### src/ccit_pkg.sv
package ccit_pkg;
  // register indices as printed; byte address is four times the index
  localparam logic [9:0] IDX_CORE_SRC = 10'h030;
  localparam logic [9:0] IDX_TMR_CLK = 10'h031;
  localparam logic [9:0] IDX_CLK_PIN = 10'h032;
  localparam logic [9:0] IDX_OSC_CTL = 10'h1e0;
  localparam logic [9:0] IDX_RELOAD = 10'h040;
  localparam logic [9:0] IDX_TMR_STAT = 10'h041;
  localparam logic [9:0] IDX_AUX_CTL = 10'h042;
  // reset values
  localparam logic [7:0] RST_CORE_SRC = 8'h00;
  localparam logic [7:0] RST_TMR_CLK = 8'h8f;
  localparam logic [7:0] RST_CLK_PIN = 8'h00;
  localparam logic [7:0] RST_OSC_CTL = 8'h00;
  localparam logic [11:0] RST_RELOAD = 12'h000;
  localparam logic [7:0] RST_AUX_CTL = 8'h00;
  // core source register
  localparam int CORE_SEL_BIT = 0;
  // clock pin register
  localparam int PIN_SRC_LSB = 0;
  localparam int FILT_BYPASS_BIT = 2;
  localparam int XTAL_ON_BIT = 3;
  localparam int XTAL_CHOOSE_BIT = 4;
  // oscillator control register
  localparam int SPEED_LSB = 0;
  localparam int SLEEP_TMR_LSB = 3;
  localparam int NO_BUZZ_BIT = 5;
  // timer clock register
  localparam int ITMR_SEL_LSB = 0;
  localparam int ITMR_DIV_LSB = 2;
  localparam int CAP_SEL_LSB = 4;
  localparam int CAP_DIV_LSB = 6;
  // auxiliary control register
  localparam int CORE_LP_BIT = 0;
  localparam int CLKPIN_EN_BIT = 1;
  localparam int DUTY_LSB = 2;
  // transient filter: samples an input must hold before it is passed
  localparam int FILT_HOLD = 3;
  // mux indices
  localparam int MUX_CORE = 0;
  localparam int MUX_ITMR = 1;
  localparam int MUX_CAP = 2;
  localparam int MUX_PIN = 3;
  localparam logic [1:0] HTRANS_NONSEQ = 2'b10;
  localparam logic [2:0] HSIZE_WORD = 3'b010;
endpackage

### src/ccit_top.sv
`timescale 1ns/1ps
`default_nettype none
module ccit_top
(
  // clock and reset
  input wire logic clk,
  input wire logic resetn,
  // ahb-lite slave
  input wire logic hsel,
  input wire logic [11:0] haddr,
  input wire logic [1:0] htrans,
  input wire logic hwrite,
  input wire logic [2:0] hsize,
  input wire logic [31:0] hwdata,
  input wire logic hready,
  output logic hreadyout,
  output logic hresp,
  output logic [31:0] hrdata,
  // oscillator and pin clock inputs
  input wire logic osc24_in,
  input wire logic osc32_in,
  input wire logic xtal_clk_in,
  input wire logic shared_pin_zero_in,
  // gpio requests for the shared pins
  input wire logic gpio_zero_oe,
  input wire logic gpio_one_out,
  input wire logic gpio_one_oe,
  // shared pin drive
  output logic shared_pin_zero_oe,
  output logic clock_output_pin,
  output logic shared_pin_one_oe,
  // generated clocks and control
  output logic core_clock,
  output logic osc24_run,
  output logic crystal_osc_on,
  // sleep
  input wire logic sleep_req,
  output logic detector_enable,
  output logic sleep_wake,
  output logic wdt_expire,
  // interval timer
  output logic itmr_irq
);
  ////////////////////////////////////////////////////////////////////
  // reset release and pin synchronisers
  logic [1:0] rst_sync;
  logic rst_n;
  always_ff @(posedge clk or negedge resetn)
  begin
    if (!resetn)
      rst_sync <= 2'b00;
    else
      rst_sync <= {rst_sync[0], 1'b1};
  end
  assign rst_n = rst_sync[1];

  logic [3:0] pin_raw;
  logic [3:0] pin_lvl;
  assign pin_raw = {shared_pin_zero_in, xtal_clk_in, osc32_in, osc24_in};
  genvar gi;
  generate
    for (gi = 0; gi < 4; gi++)
    begin : g_sync
      logic s1, s2, s3, lvl;
      always_ff @(posedge clk or negedge rst_n)
      begin
        if (!rst_n)
        begin
          s1 <= 1'b0;
          s2 <= 1'b0;
          s3 <= 1'b0;
          lvl <= 1'b0;
        end
        else
        begin
          s1 <= pin_raw[gi];
          s2 <= s1;
          s3 <= s2;
          // a change counts once the last two stages agree
          if (s2 == s3)
            lvl <= s3;
        end
      end
      assign pin_lvl[gi] = lvl;
    end
  endgenerate
  logic o24, o32, xtal, pin0;
  assign o24 = pin_lvl[0];
  assign o32 = pin_lvl[1];
  assign xtal = pin_lvl[2];
  assign pin0 = pin_lvl[3];

  ////////////////////////////////////////////////////////////////////
  // registers
  logic [7:0] core_clock_source_config, timer_clock_config, clock_pin_config, oscillator_control, aux_control;
  logic [11:0] interval_reload_value;
  logic [11:0] count;
  logic reloading;
  logic dp_write;
  logic [9:0] dp_idx;
  logic sleep_q;
  logic [31:0] next_rdata;
  logic [9:0] a_idx;
  assign a_idx = haddr[11:2];
  assign hreadyout = 1'b1;
  assign hresp = 1'b0;

  always_comb
  begin
    case (a_idx)
      ccit_pkg::IDX_CORE_SRC: next_rdata = {24'h000000, core_clock_source_config};
      ccit_pkg::IDX_TMR_CLK: next_rdata = {24'h000000, timer_clock_config};
      ccit_pkg::IDX_CLK_PIN: next_rdata = {24'h000000, clock_pin_config};
      ccit_pkg::IDX_OSC_CTL: next_rdata = {24'h000000, oscillator_control};
      ccit_pkg::IDX_AUX_CTL: next_rdata = {24'h000000, aux_control};
      ccit_pkg::IDX_RELOAD: next_rdata = {20'h00000, interval_reload_value};
      ccit_pkg::IDX_TMR_STAT: next_rdata = {19'h00000, reloading, count};
      default: next_rdata = 32'h00000000;
    endcase
  end

  always_ff @(posedge clk or negedge rst_n)
  begin
    if (!rst_n)
    begin
      dp_write <= 1'b0;
      dp_idx <= 10'h000;
      hrdata <= 32'h00000000;
    end
    else if (hready)
    begin
      dp_write <= hsel && htrans == ccit_pkg::HTRANS_NONSEQ && hwrite && hsize == ccit_pkg::HSIZE_WORD;
      dp_idx <= a_idx;
      if (hsel && htrans == ccit_pkg::HTRANS_NONSEQ && !hwrite)
        hrdata <= next_rdata;
    end
  end

  always_ff @(posedge clk or negedge rst_n)
  begin
    if (!rst_n)
    begin
      // speed field and all control reset to zero except the timer clock register, which resets to 8f
      core_clock_source_config <= ccit_pkg::RST_CORE_SRC;
      timer_clock_config <= ccit_pkg::RST_TMR_CLK;
      clock_pin_config <= ccit_pkg::RST_CLK_PIN;
      oscillator_control <= ccit_pkg::RST_OSC_CTL;
      aux_control <= ccit_pkg::RST_AUX_CTL;
      interval_reload_value <= ccit_pkg::RST_RELOAD;
    end
    else
    begin
      if (dp_write)
      begin
        case (dp_idx)
          ccit_pkg::IDX_CORE_SRC: core_clock_source_config <= {7'h00, hwdata[0]};
          ccit_pkg::IDX_TMR_CLK: timer_clock_config <= hwdata[7:0];
          ccit_pkg::IDX_CLK_PIN: clock_pin_config <= {3'h0, hwdata[4:0]};
          ccit_pkg::IDX_OSC_CTL: oscillator_control <= {2'h0, hwdata[5:0]};
          ccit_pkg::IDX_AUX_CTL: aux_control <= {4'h0, hwdata[3:0]};
          ccit_pkg::IDX_RELOAD: interval_reload_value <= hwdata[11:0];
          default: ;
        endcase
      end
      // sleep entry forces the internal oscillator; wins over a write
      if (sleep_req && !sleep_q)
        core_clock_source_config[ccit_pkg::CORE_SEL_BIT] <= 1'b0;
    end
  end

  always_ff @(posedge clk or negedge rst_n)
  begin
    if (!rst_n)
      sleep_q <= 1'b0;
    else
      sleep_q <= sleep_req;
  end
  assign osc24_run = !sleep_q;

  ////////////////////////////////////////////////////////////////////
  // external path and transient filter
  logic xtal_on, xtal_choose, filt_bypass;
  logic ext_clock_input_pin_raw, ext_clock_input_pin_filt, ext_path;
  logic [1:0] filt_cnt;
  assign xtal_on = clock_pin_config[ccit_pkg::XTAL_ON_BIT];
  assign xtal_choose = clock_pin_config[ccit_pkg::XTAL_CHOOSE_BIT];
  assign filt_bypass = clock_pin_config[ccit_pkg::FILT_BYPASS_BIT];
  assign crystal_osc_on = xtal_on;
  // clock input from crystal block when enabled, else shared pin zero
  assign ext_clock_input_pin_raw = xtal_on ? xtal : pin0;

  // short glitches shorter than the hold count never reach the clock tree
  always_ff @(posedge clk or negedge rst_n)
  begin
    if (!rst_n)
    begin
      filt_cnt <= 2'd0;
      ext_clock_input_pin_filt <= 1'b0;
    end
    else if (ext_clock_input_pin_raw == ext_clock_input_pin_filt)
      filt_cnt <= 2'd0;
    else if (filt_cnt == 2'(ccit_pkg::FILT_HOLD - 1))
    begin
      filt_cnt <= 2'd0;
      ext_clock_input_pin_filt <= ext_clock_input_pin_raw;
    end
    else
      filt_cnt <= filt_cnt + 2'd1;
  end

  assign ext_path = xtal_choose ? xtal : (filt_bypass ? ext_clock_input_pin_raw : ext_clock_input_pin_filt);

  ////////////////////////////////////////////////////////////////////
  // glitch-free clock muxes
  logic [3:0] mux_src [4];
  logic [1:0] mux_want [4];
  logic [1:0] mux_cur [4];
  logic [3:0] mux_out;
  logic cap_clk, core_div;

  // core mux: 24 MHz, external, 32 kHz
  assign mux_src[ccit_pkg::MUX_CORE] = {1'b0, o32, ext_path, o24};
  assign mux_want[ccit_pkg::MUX_CORE] = aux_control[ccit_pkg::CORE_LP_BIT] ? 2'd2 :
    {1'b0, core_clock_source_config[ccit_pkg::CORE_SEL_BIT]};
  assign mux_src[ccit_pkg::MUX_ITMR] = {cap_clk, o32, ext_path, o24};
  assign mux_want[ccit_pkg::MUX_ITMR] = timer_clock_config[ccit_pkg::ITMR_SEL_LSB +: 2];
  // capture clock sources; code 11 is stopped
  assign mux_src[ccit_pkg::MUX_CAP] = {1'b0, o32, ext_path, o24};
  assign mux_want[ccit_pkg::MUX_CAP] = timer_clock_config[ccit_pkg::CAP_SEL_LSB +: 2];
  assign mux_src[ccit_pkg::MUX_PIN] = {core_div, o32, ext_path, o24};
  assign mux_want[ccit_pkg::MUX_PIN] = clock_pin_config[ccit_pkg::PIN_SRC_LSB +: 2];

  generate
    for (gi = 0; gi < 4; gi++)
    begin : g_mux
      // switch only while both old and new sources are low
      always_ff @(posedge clk or negedge rst_n)
      begin
        if (!rst_n)
          mux_cur[gi] <= 2'd0;
        else if (mux_want[gi] != mux_cur[gi] && !mux_src[gi][mux_cur[gi]] && !mux_src[gi][mux_want[gi]])
          mux_cur[gi] <= mux_want[gi];
      end
      assign mux_out[gi] = mux_src[gi][mux_cur[gi]];
    end
  endgenerate

  // a source that has stopped high holds the old selection; limitation of this scheme
  logic [3:0] mux_q;
  logic [3:0] mux_rise;
  always_ff @(posedge clk or negedge rst_n)
  begin
    if (!rst_n)
      mux_q <= 4'h0;
    else
      mux_q <= mux_out;
  end
  assign mux_rise = mux_out & ~mux_q;

  ////////////////////////////////////////////////////////////////////
  // dividers
  function automatic logic [6:0] core_half(input logic [2:0] speed);
    case (speed)
      3'b000: core_half = 7'd4;
      3'b001: core_half = 7'd2;
      3'b010: core_half = 7'd1;
      3'b100: core_half = 7'd8;
      3'b101: core_half = 7'd16;
      3'b110: core_half = 7'd64;
      default: core_half = 7'd4;
    endcase
  endfunction

  logic [6:0] core_cnt;
  logic [6:0] core_lim;
  // half period in source edges; reserved codes act as 000
  assign core_lim = core_half(oscillator_control[ccit_pkg::SPEED_LSB +: 3]);
  always_ff @(posedge clk or negedge rst_n)
  begin
    if (!rst_n)
    begin
      core_cnt <= 7'd0;
      core_div <= 1'b0;
    end
    else if (mux_rise[ccit_pkg::MUX_CORE])
    begin
      if (core_cnt >= core_lim - 7'd1)
      begin
        core_cnt <= 7'd0;
        core_div <= !core_div;
      end
      else
        core_cnt <= core_cnt + 7'd1;
    end
  end
  assign core_clock = core_div;

  logic [1:0] cap_cnt;
  // toggle every 1..4 edges gives divide by 2, 4, 6, 8
  always_ff @(posedge clk or negedge rst_n)
  begin
    if (!rst_n)
    begin
      cap_cnt <= 2'd0;
      cap_clk <= 1'b0;
    end
    else if (mux_rise[ccit_pkg::MUX_CAP])
    begin
      if (cap_cnt >= timer_clock_config[ccit_pkg::CAP_DIV_LSB +: 2])
      begin
        cap_cnt <= 2'd0;
        cap_clk <= !cap_clk;
      end
      else
        cap_cnt <= cap_cnt + 2'd1;
    end
  end

  logic [1:0] itmr_cnt;
  logic tmr_tick;
  // one tick every 1..4 source edges
  // reset value 24 MHz / 6 / 4 gives one tick per microsecond
  always_ff @(posedge clk or negedge rst_n)
  begin
    if (!rst_n)
    begin
      itmr_cnt <= 2'd0;
      tmr_tick <= 1'b0;
    end
    else
    begin
      tmr_tick <= 1'b0;
      if (mux_rise[ccit_pkg::MUX_ITMR])
      begin
        if (itmr_cnt >= timer_clock_config[ccit_pkg::ITMR_DIV_LSB +: 2])
        begin
          itmr_cnt <= 2'd0;
          tmr_tick <= 1'b1;
        end
        else
          itmr_cnt <= itmr_cnt + 2'd1;
      end
    end
  end

  ////////////////////////////////////////////////////////////////////
  // interval timer
  always_ff @(posedge clk or negedge rst_n)
  begin
    if (!rst_n)
    begin
      count <= 12'h000;
      reloading <= 1'b0;
      itmr_irq <= 1'b0;
    end
    else
    begin
      itmr_irq <= 1'b0;
      if (tmr_tick)
      begin
        if (reloading)
        begin
          count <= interval_reload_value;
          reloading <= 1'b0;
          itmr_irq <= 1'b1;
        end
        else if (count == 12'h000)
          reloading <= 1'b1;
        else
          count <= count - 12'h001;
      end
    end
  end

  ////////////////////////////////////////////////////////////////////
  // sleep timer, watchdog period and detector duty
  logic [14:0] slp_cnt;
  logic [14:0] slp_mask;
  logic [1:0] wdt_cnt;
  logic [3:0] duty_cnt;
  logic [3:0] duty_mask;
  logic slp_tick;
  logic pin_q32;
  assign duty_mask = 4'((5'h1 << aux_control[ccit_pkg::DUTY_LSB +: 2]) - 5'h1);
  // 32 kHz divided by 64, 512, 4096 or 32768
  always_comb
  begin
    case (oscillator_control[ccit_pkg::SLEEP_TMR_LSB +: 2])
      2'b00: slp_mask = 15'h003f;
      2'b01: slp_mask = 15'h01ff;
      2'b10: slp_mask = 15'h0fff;
      default: slp_mask = 15'h7fff;
    endcase
  end
  assign slp_tick = o32 && !pin_q32 && ((slp_cnt & slp_mask) == slp_mask);
  always_ff @(posedge clk or negedge rst_n)
  begin
    if (!rst_n)
    begin
      pin_q32 <= 1'b0;
      slp_cnt <= 15'h0000;
      wdt_cnt <= 2'd0;
      sleep_wake <= 1'b0;
      wdt_expire <= 1'b0;
      duty_cnt <= 4'h0;
    end
    else
    begin
      pin_q32 <= o32;
      sleep_wake <= slp_tick && sleep_q;
      wdt_expire <= 1'b0;
      if (o32 && !pin_q32)
      begin
        slp_cnt <= slp_cnt + 15'h0001;
        // duty counter free of the sleep interval
        duty_cnt <= duty_cnt + 4'h1;
      end
      if (slp_tick)
      begin
        wdt_cnt <= (wdt_cnt == 2'd2) ? 2'd0 : wdt_cnt + 2'd1;
        wdt_expire <= wdt_cnt == 2'd2;
      end
    end
  end

  always_ff @(posedge clk or negedge rst_n)
  begin
    if (!rst_n)
      detector_enable <= 1'b0;
    else
      // duty pulse during sleep, continuous while awake or when no-buzz is set
      detector_enable <= !sleep_req || oscillator_control[ccit_pkg::NO_BUZZ_BIT] || (duty_cnt & duty_mask) == 4'h0;
  end

  ////////////////////////////////////////////////////////////////////
  // shared pins
  always_ff @(posedge clk or negedge rst_n)
  begin
    if (!rst_n)
    begin
      clock_output_pin <= 1'b0;
      shared_pin_one_oe <= 1'b0;
      shared_pin_zero_oe <= 1'b0;
    end
    else
    begin
      // clock pin source when the clock pin enable bit is set, else gpio_one_out
      clock_output_pin <= aux_control[ccit_pkg::CLKPIN_EN_BIT] ? mux_out[ccit_pkg::MUX_PIN] : gpio_one_out;
      // crystal blocks both shared pin enables
      shared_pin_one_oe <= !xtal_on && (aux_control[ccit_pkg::CLKPIN_EN_BIT] || gpio_one_oe);
      shared_pin_zero_oe <= !xtal_on && gpio_zero_oe;
    end
  end
endmodule // ccit_top
`default_nettype wire

### config.mk
export PLATFORM = sky130hd
export DESIGN_NAME = ccit_top
export DESIGN_NICKNAME = d
export VERILOG_FILES = /design/src/ccit_pkg.sv /design/src/ccit_top.sv
export SDC_FILE = /design/constraint.sdc
export NUM_CORES = 1
export LEC_CHECK = 0
export BUFFER_PORTS_ARGS = -buffer_cell sky130_fd_sc_hd__buf_2
export CAP_MARGIN = 20
export CORE_MARGIN = 1.5
export CORE_UTILIZATION = 62
export CTS_CLUSTER_SIZE = 24
export DETAILED_ROUTE_END_ITERATION = 6
export MAX_ROUTING_LAYER = met4
export PLACE_DENSITY = 0.9
export SYNTH_ARGS = -nofsm -noshare
export SYNTH_HDL_FRONTEND = slang
export SYNTH_SLANG_ARGS = --single-unit
### constraint.sdc
create_clock -name clk -period 13.6 [get_ports clk]
set_input_delay 1.36 -clock clk [delete_from_list [all_inputs] [get_ports clk]]
set_output_delay 1.36 -clock clk [all_outputs]
set_load 0.05 [all_outputs]
# [Yosys cells after proc, flatten, opt, wreduce, memory -nomap -nowiden]
# Cells that the tools add are included.
[word_totals] n_memories=0 ram_bits=0 out_inout_bits=44 regBits=168 rom_bits=0 latchBits=0
[classes] n_lt_le_gt_ge=11 n_eq_ne=35 n_div=0 shift=1 n_reduce_logical=52 add_sub_neg=10 bitwise_logic=5 n_mul=0 mux=42
[op_table] operator="case mux 13 bit (7 select lines)" count=1
[op_table] operator="equality test 10 x 6 -> 1 bit, second input constant" count=6
[op_table] operator="equality test 10 x 7 -> 1 bit, second input constant" count=5
[op_table] operator="case mux 15 bit (3 select lines)" count=1
[op_table] operator="case mux 7 bit (5 select lines)" count=1
[op_table] operator="less-than comparator 2 x 3 -> 1 bit, second input constant" count=8
[op_table] operator="two-way mux 12 bit" count=2
[op_table] operator="two-way mux 1 bit" count=22
[op_table] operator="AND reduction 2 bit" count=11
[op_table] operator="equality test 10 x 9 -> 1 bit, second input constant" count=2
[op_table] operator="logical AND 1 bit" count=18
[op_table] operator="binary-select mux 1 bit (select 2 bit)" count=8
[op_table] operator="adder 15 x 1 -> 15 bit, second input constant" count=1
[op_table] operator="bitwise AND 15 bit" count=1
[op_table] operator="equality test 15 bit" count=1
[op_table] operator="logical NOT 1 bit" count=15
[op_table] operator="logical NOT 12 bit" count=1
[op_table] operator="two-way mux 2 bit" count=6
[op_table] operator="subtractor 12 x 1 -> 12 bit, second input constant" count=1
[op_table] operator="equality test 3 bit, second input constant" count=3
[op_table] operator="adder 2 x 1 -> 2 bit, second input constant" count=4
[op_table] operator="equality test 2 bit, second input constant" count=4
[op_table] operator="inequality test 2 bit" count=4
[op_table] operator="adder 7 x 1 -> 7 bit, second input constant" count=1
[op_table] operator="other kinds (20)" count=29

# [Logic depth before layout (Yosys ltp)]
[depth] depth_word=8 depth_mapped=11 depth_no_buf=11

# [Least setup slack after synthesis]
# No wires, ideal clock.
[synth_timing] path_type="input-to-reg" start="input haddr[9]" end="register hrdata[7]" slack_ns=10.887 cell_stages=5 arrival_ns=2.630 setup_ns=0.083 n_path_buf=0 path_cell_list="or3_1 -> nor2_1 -> a22oi_1 -> mux2_2 -> o21ai_0"
[synth_via] elab_chain_cells=2
[synth_rtl] item="start, declared" line="ccit_top.sv:10" text="input wire logic [11:0] haddr,"
[synth_rtl] item="equality test 10 x 7 -> 1 bit, or another cell as far along" line="ccit_top.sv:110" text="case (a_idx)"
[synth_rtl] item="case mux 13 bit (7 select lines) (*)" line="ccit_top.sv:110"
[synth_rtl] item="end signal, assigned" line="ccit_top.sv:135" text="hrdata <= next_rdata;"
[synth_rtl] item="end, declared" line="ccit_top.sv:18" text="output logic [31:0] hrdata,"
# Every way passes the cells marked *; elsewhere a longest branch is shown, timed or not.
# A chain may end at the register's enable or synchronous reset.

# [Worst setup path in the final report]
[layout_timing] start="register oscillator_control[1]" end="register core_cnt[5]"
[layout_via] elab_chain_cells=5
[layout_rtl] item="start, declared" line="ccit_top.sv:95" text="logic [7:0] core_clock_source_config, timer_clock_config, clock_pin_config, oscillator_control, aux_control;"
[layout_rtl] item="start signal, assigned" line="ccit_top.sv:147" text="oscillator_control <= ccit_pkg::RST_OSC_CTL;"
[layout_rtl] item="start signal, assigned" line="ccit_top.sv:159" text="ccit_pkg::IDX_OSC_CTL: oscillator_control <= {2'h0, hwdata[5:0]};"
[layout_rtl] item="equality test 3 bit, or another cell as far along" line="ccit_top.sv:263" text="case (speed)"
[layout_rtl] item="case mux 7 bit (5 select lines) (*)" line="ccit_top.sv:263"
[layout_rtl] item="subtractor 7 x 1 -> 7 bit (*)" line="ccit_top.sv:287" text="if (core_cnt >= core_lim - 7'd1)"
[layout_rtl] item="greater-or-equal comparator 7 bit (*)" line="ccit_top.sv:287"
[layout_rtl] item="two-way mux 7 bit (*)" line="ccit_top.sv:287"
[layout_rtl] item="end signal, assigned" line="ccit_top.sv:293" text="core_cnt <= core_cnt + 7'd1;"
[layout_rtl] item="end, declared" line="ccit_top.sv:274" text="logic [6:0] core_cnt;"
# Marks and branches as above.

==> impl_metrics.csv <==
group,metric,value,unit
run_status,outcome,"finished, violations left",
run_status,failed_checks,"design-rule violations",
finish,drive_gt1_share,22.2,%
synth,synth_edf_count,0,
clock_network,postCtsSetupBuffers,0,
drt,first_pass_iters,7,
finish,antenna_cells,0,
clock_network,clk_latency,430,ps
clock_network,cts_tree,"yes",
clock_network,cts.clk_slew.worst_paths,60,ps
worst_setup_path,cp_max_fo,8,
synth,synthTopCellsByCount,"dfrtp_1, mux2_2, nand2_1",
pwr,p_sw,495,uW
drt,vias,5679,
global_route,grt_pass1_vias,5656,
synth,syn-cell-area,7410,um^2
sta,rsz0062_at_grt,"false",
sta,fin_crit,3080,ps
pwr,p_clk_share,33.9,%
clock_network,cts.sinks,148,
sta,slew_headroom,31.5,%
worst_setup_path,cp-end-kind,"register",
synth,ys_seq_area_share,50.1,%
finish,nNetsFinal,837,
sta,max_freq,324,MHz
synth,ys.flop_type,"dfrtp_1",
clock_network,ctsResizeCount,0,
clock_network,clockBufferDepth,2,
pwr,irDropWorstVdd,0.188,mV
placed_design,dp_slack,10400,ps
min_path,hold_path_class,"register to register",
drt,wl_per_cell,18.2,um
synth,ys_warn_count,0,
drt,routed_wl,16.7,mm
worst_setup_path,path_cells,"nor2b_1, nand2b_1, ha_1, nor2b_1, a21oi_1, ha_1, a21oi_1, o21ai_0, a21oi_1, nand2b_1, o211ai_1",
pwr,swShare,32.8,%
pwr,cellLeakagePower,0.00371,uW
floorplanning,core_area,11500,um^2
sta,worst_pin_slew,1030,ps
floorplanning,rows,39,
sta,min_period_over_period,22.7,%
global_route,grt_usage,28.8,%
floorplanning,dieArea,12600,um^2
finish,n_fill_cell,779,
synth,synth_area_leader_cell,"dfrtp_1",
sta,finalClockSkew,7.12,ps
drt,ant_nets,0,
placed_design,port_buffers,62,
placed_design,place.gp.congestion,0.868,
pwr,cellPowerDensity,179,nW/um^2
synth,synth_most_common_cell,"dfrtp_1",
synth,synth_top_area_share,48.3,%
clock_network,cts_root_buf,"clkbuf_16",
global_route,grt_pass1_wl,27.5,mm
sta,slew_viol_final,0,
worst_setup_path,crit_required,13940,ps
job,maxCapViolations,0,
floorplanning,initial_core_util,64.3,%
finish,multi_input_area,3420,um^2
drt,drt_iter0_markers,422,
clock_network,hold_buffers,0,
synth,ys_types,67,
placed_design,dp_hpwl,11.5,mm
floorplanning,die_h,112,um
floorplanning,ios,106,
worst_setup_path,critPathMaxStageDelay,480,ps
finish,register_area,3710,um^2
sta,setup_tns,0,ps
sta,hold_viol_final,0,
floorplanning,fp.dieW,112,um
pwr,seqPwrFrac,42.6,%
drt,drc_errors,18,
sta,timing.final.ws_setup,10520,ps
global_route,grt_max_degree,86,
clock_network,h-tree-depth,4,
finish,syn_to_final_growth,13.5,%
synth,synth_cells,699,
worst_setup_path,cp.arrival,3420,ps
worst_setup_path,crit_top_cell,"a21oi_1",
synth,synth.avg_cell_area,10.6,um^2
worst_setup_path,cpMaxStageDelayCell,"a21oi_1",
synth,ys_ff_latch,148,
global_route,grt_antenna_before_repair,0,
sta,setup_viol_count_final,0,
pwr,p_int,1010,uW
worst_setup_path,startpoint_type,"register",
worst_setup_path,path_class,"register to register",
clock_network,cts_buffers,17,
drt,routed_via_density,6.21,
pwr,combinationalPowerShare,23.5,%
synth,synthArstFlopShare,100,%
synth,synth.area.top_cells,"dfrtp_1, mux2_2, o21ai_0",
global_route,overflow,0,
[path summary, 6_finish.rpt]
| path | start | to | slack [ps] | cells after the start |
|---|---|---|---|---|
| worst max-delay path | oscillator_control[1] | core_cnt[5] | 10520 | 11 |
| worst min-delay path | g_sync[0].s1 | g_sync[0].s2 | 350 | 0 |
| worst max register to register | oscillator_control[1] | core_cnt[5] | 10520 | 11 |
| worst min register to register | g_sync[0].s1 | g_sync[0].s2 | 350 | 0 |
| max in group asynchronous | rst_sync[1] | timer_clock_config[2] | 11920 | 2 |
| min in group asynchronous | rst_sync[1] | g_sync[1].s3 | 430 | 0 |
[cells by family after synthesis]
| kind of cell | synth area share, % |
|---|---|
| flip-flops | 50.1 |
| adder cells (fa/ha/maj) | 3.24 |
| multiplexers | 10.4 |
| XOR/XNOR | 2.48 |
| AND/OR/NAND/NOR | 14.8 |
| AO/OA/AOI/OAI | 14.1 |
| buffers and inverters | 4.73 |
| other | 0.101 |
[sequential cells by signal, indices dropped and copies added (netlist names), 6 cells and up]
name	cells
hrdata	13
slp_cnt	15
timer_clock_config	8
interval_reload_value	12
oscillator_control	6
mux_cur	8
count	12
core_cnt	7
dp_idx	10
[power by group through the flow]
stage | clock [uW] | sequential [uW] | combinational, uW
2_1_floorplan | 0 | 616 | 289
3_3_place_gp | 0 | 633 | 326
3_5_place_dp | 0 | 645 | 350
4_1_cts | 518 | 638 | 353
5_1_grt | 535 | 656 | 396
6_report | 511 | 642 | 354
[metal layers]
layer / global-route usage [%] / wire length, um
met1: 34.4 / 6900
met2: 47.6 / 8300
met3: 6.21 / 1060
met4: 12.1 / 415
met5: - / 0
[placed cells by master (no fill, tap or decap), types with 4 or more instances in the layout]
master and count:
mux2_2 58, a22o_1 5, nand2b_1 9, nor4_1 6, nand2_1 52, or3_1 7, nor3_1 19, inv_1 27
a211oi_1 5, o21ai_0 47, nand3b_1 6, ha_1 16, o22ai_1 6, nor3b_1 6, clkinv_2 4, maj3_1 4
nand4_1 5, xor2_1 8, o2bb2ai_1 4, mux2i_1 12, a221oi_1 4, nand3_1 24, xnor2_1 13, a22oi_1 7
o211ai_1 7, conb_1 22, a31oi_1 6, dfrtp_1 142, o31ai_1 10, nor2b_1 11, nor2_1 36, and2_1 4
clkbuf_16 17, dfstp_2 5, buf_2 62, and3_1 6, a21oi_1 31, bufinv_16 5
[critical path: cells and delay by family (launching register included)]
| family | cells | cell delay [ps] |
|---|---|---|
| adders and majority gates | 2 | 560 |
| AOI/OAI and AO/OA | 5 | 1040 |
| and+or+nand+nor | 4 | 940 |
| DFF | 1 | 450 |
[cell type report]
cell class	count	share of cell area (%)
clock buffers	21	5.59
clock inverters	10	2.11
inverters	27	1.21
multi-input cells	501	40.7
flip-flops and latches	148	44.2
well taps	143	2.13
repair buffers	64	4.11
[through the flow]
stage	hold slack (ps)	instances	utilization [%]	power [uW]	cell area (um^2)
2_1_floorplan	331	719	-	905	7480
3_3_place_gp	333	882	67.2	959	7730
3_5_place_dp	335	882	67.2	995	7730
4_1_cts	347	913	72.8	1510	8380
5_1_grt	352	914	73.0	1590	8410
6_report	346	914	73.0	1510	8410
Power figures use the tool's default switching activity.
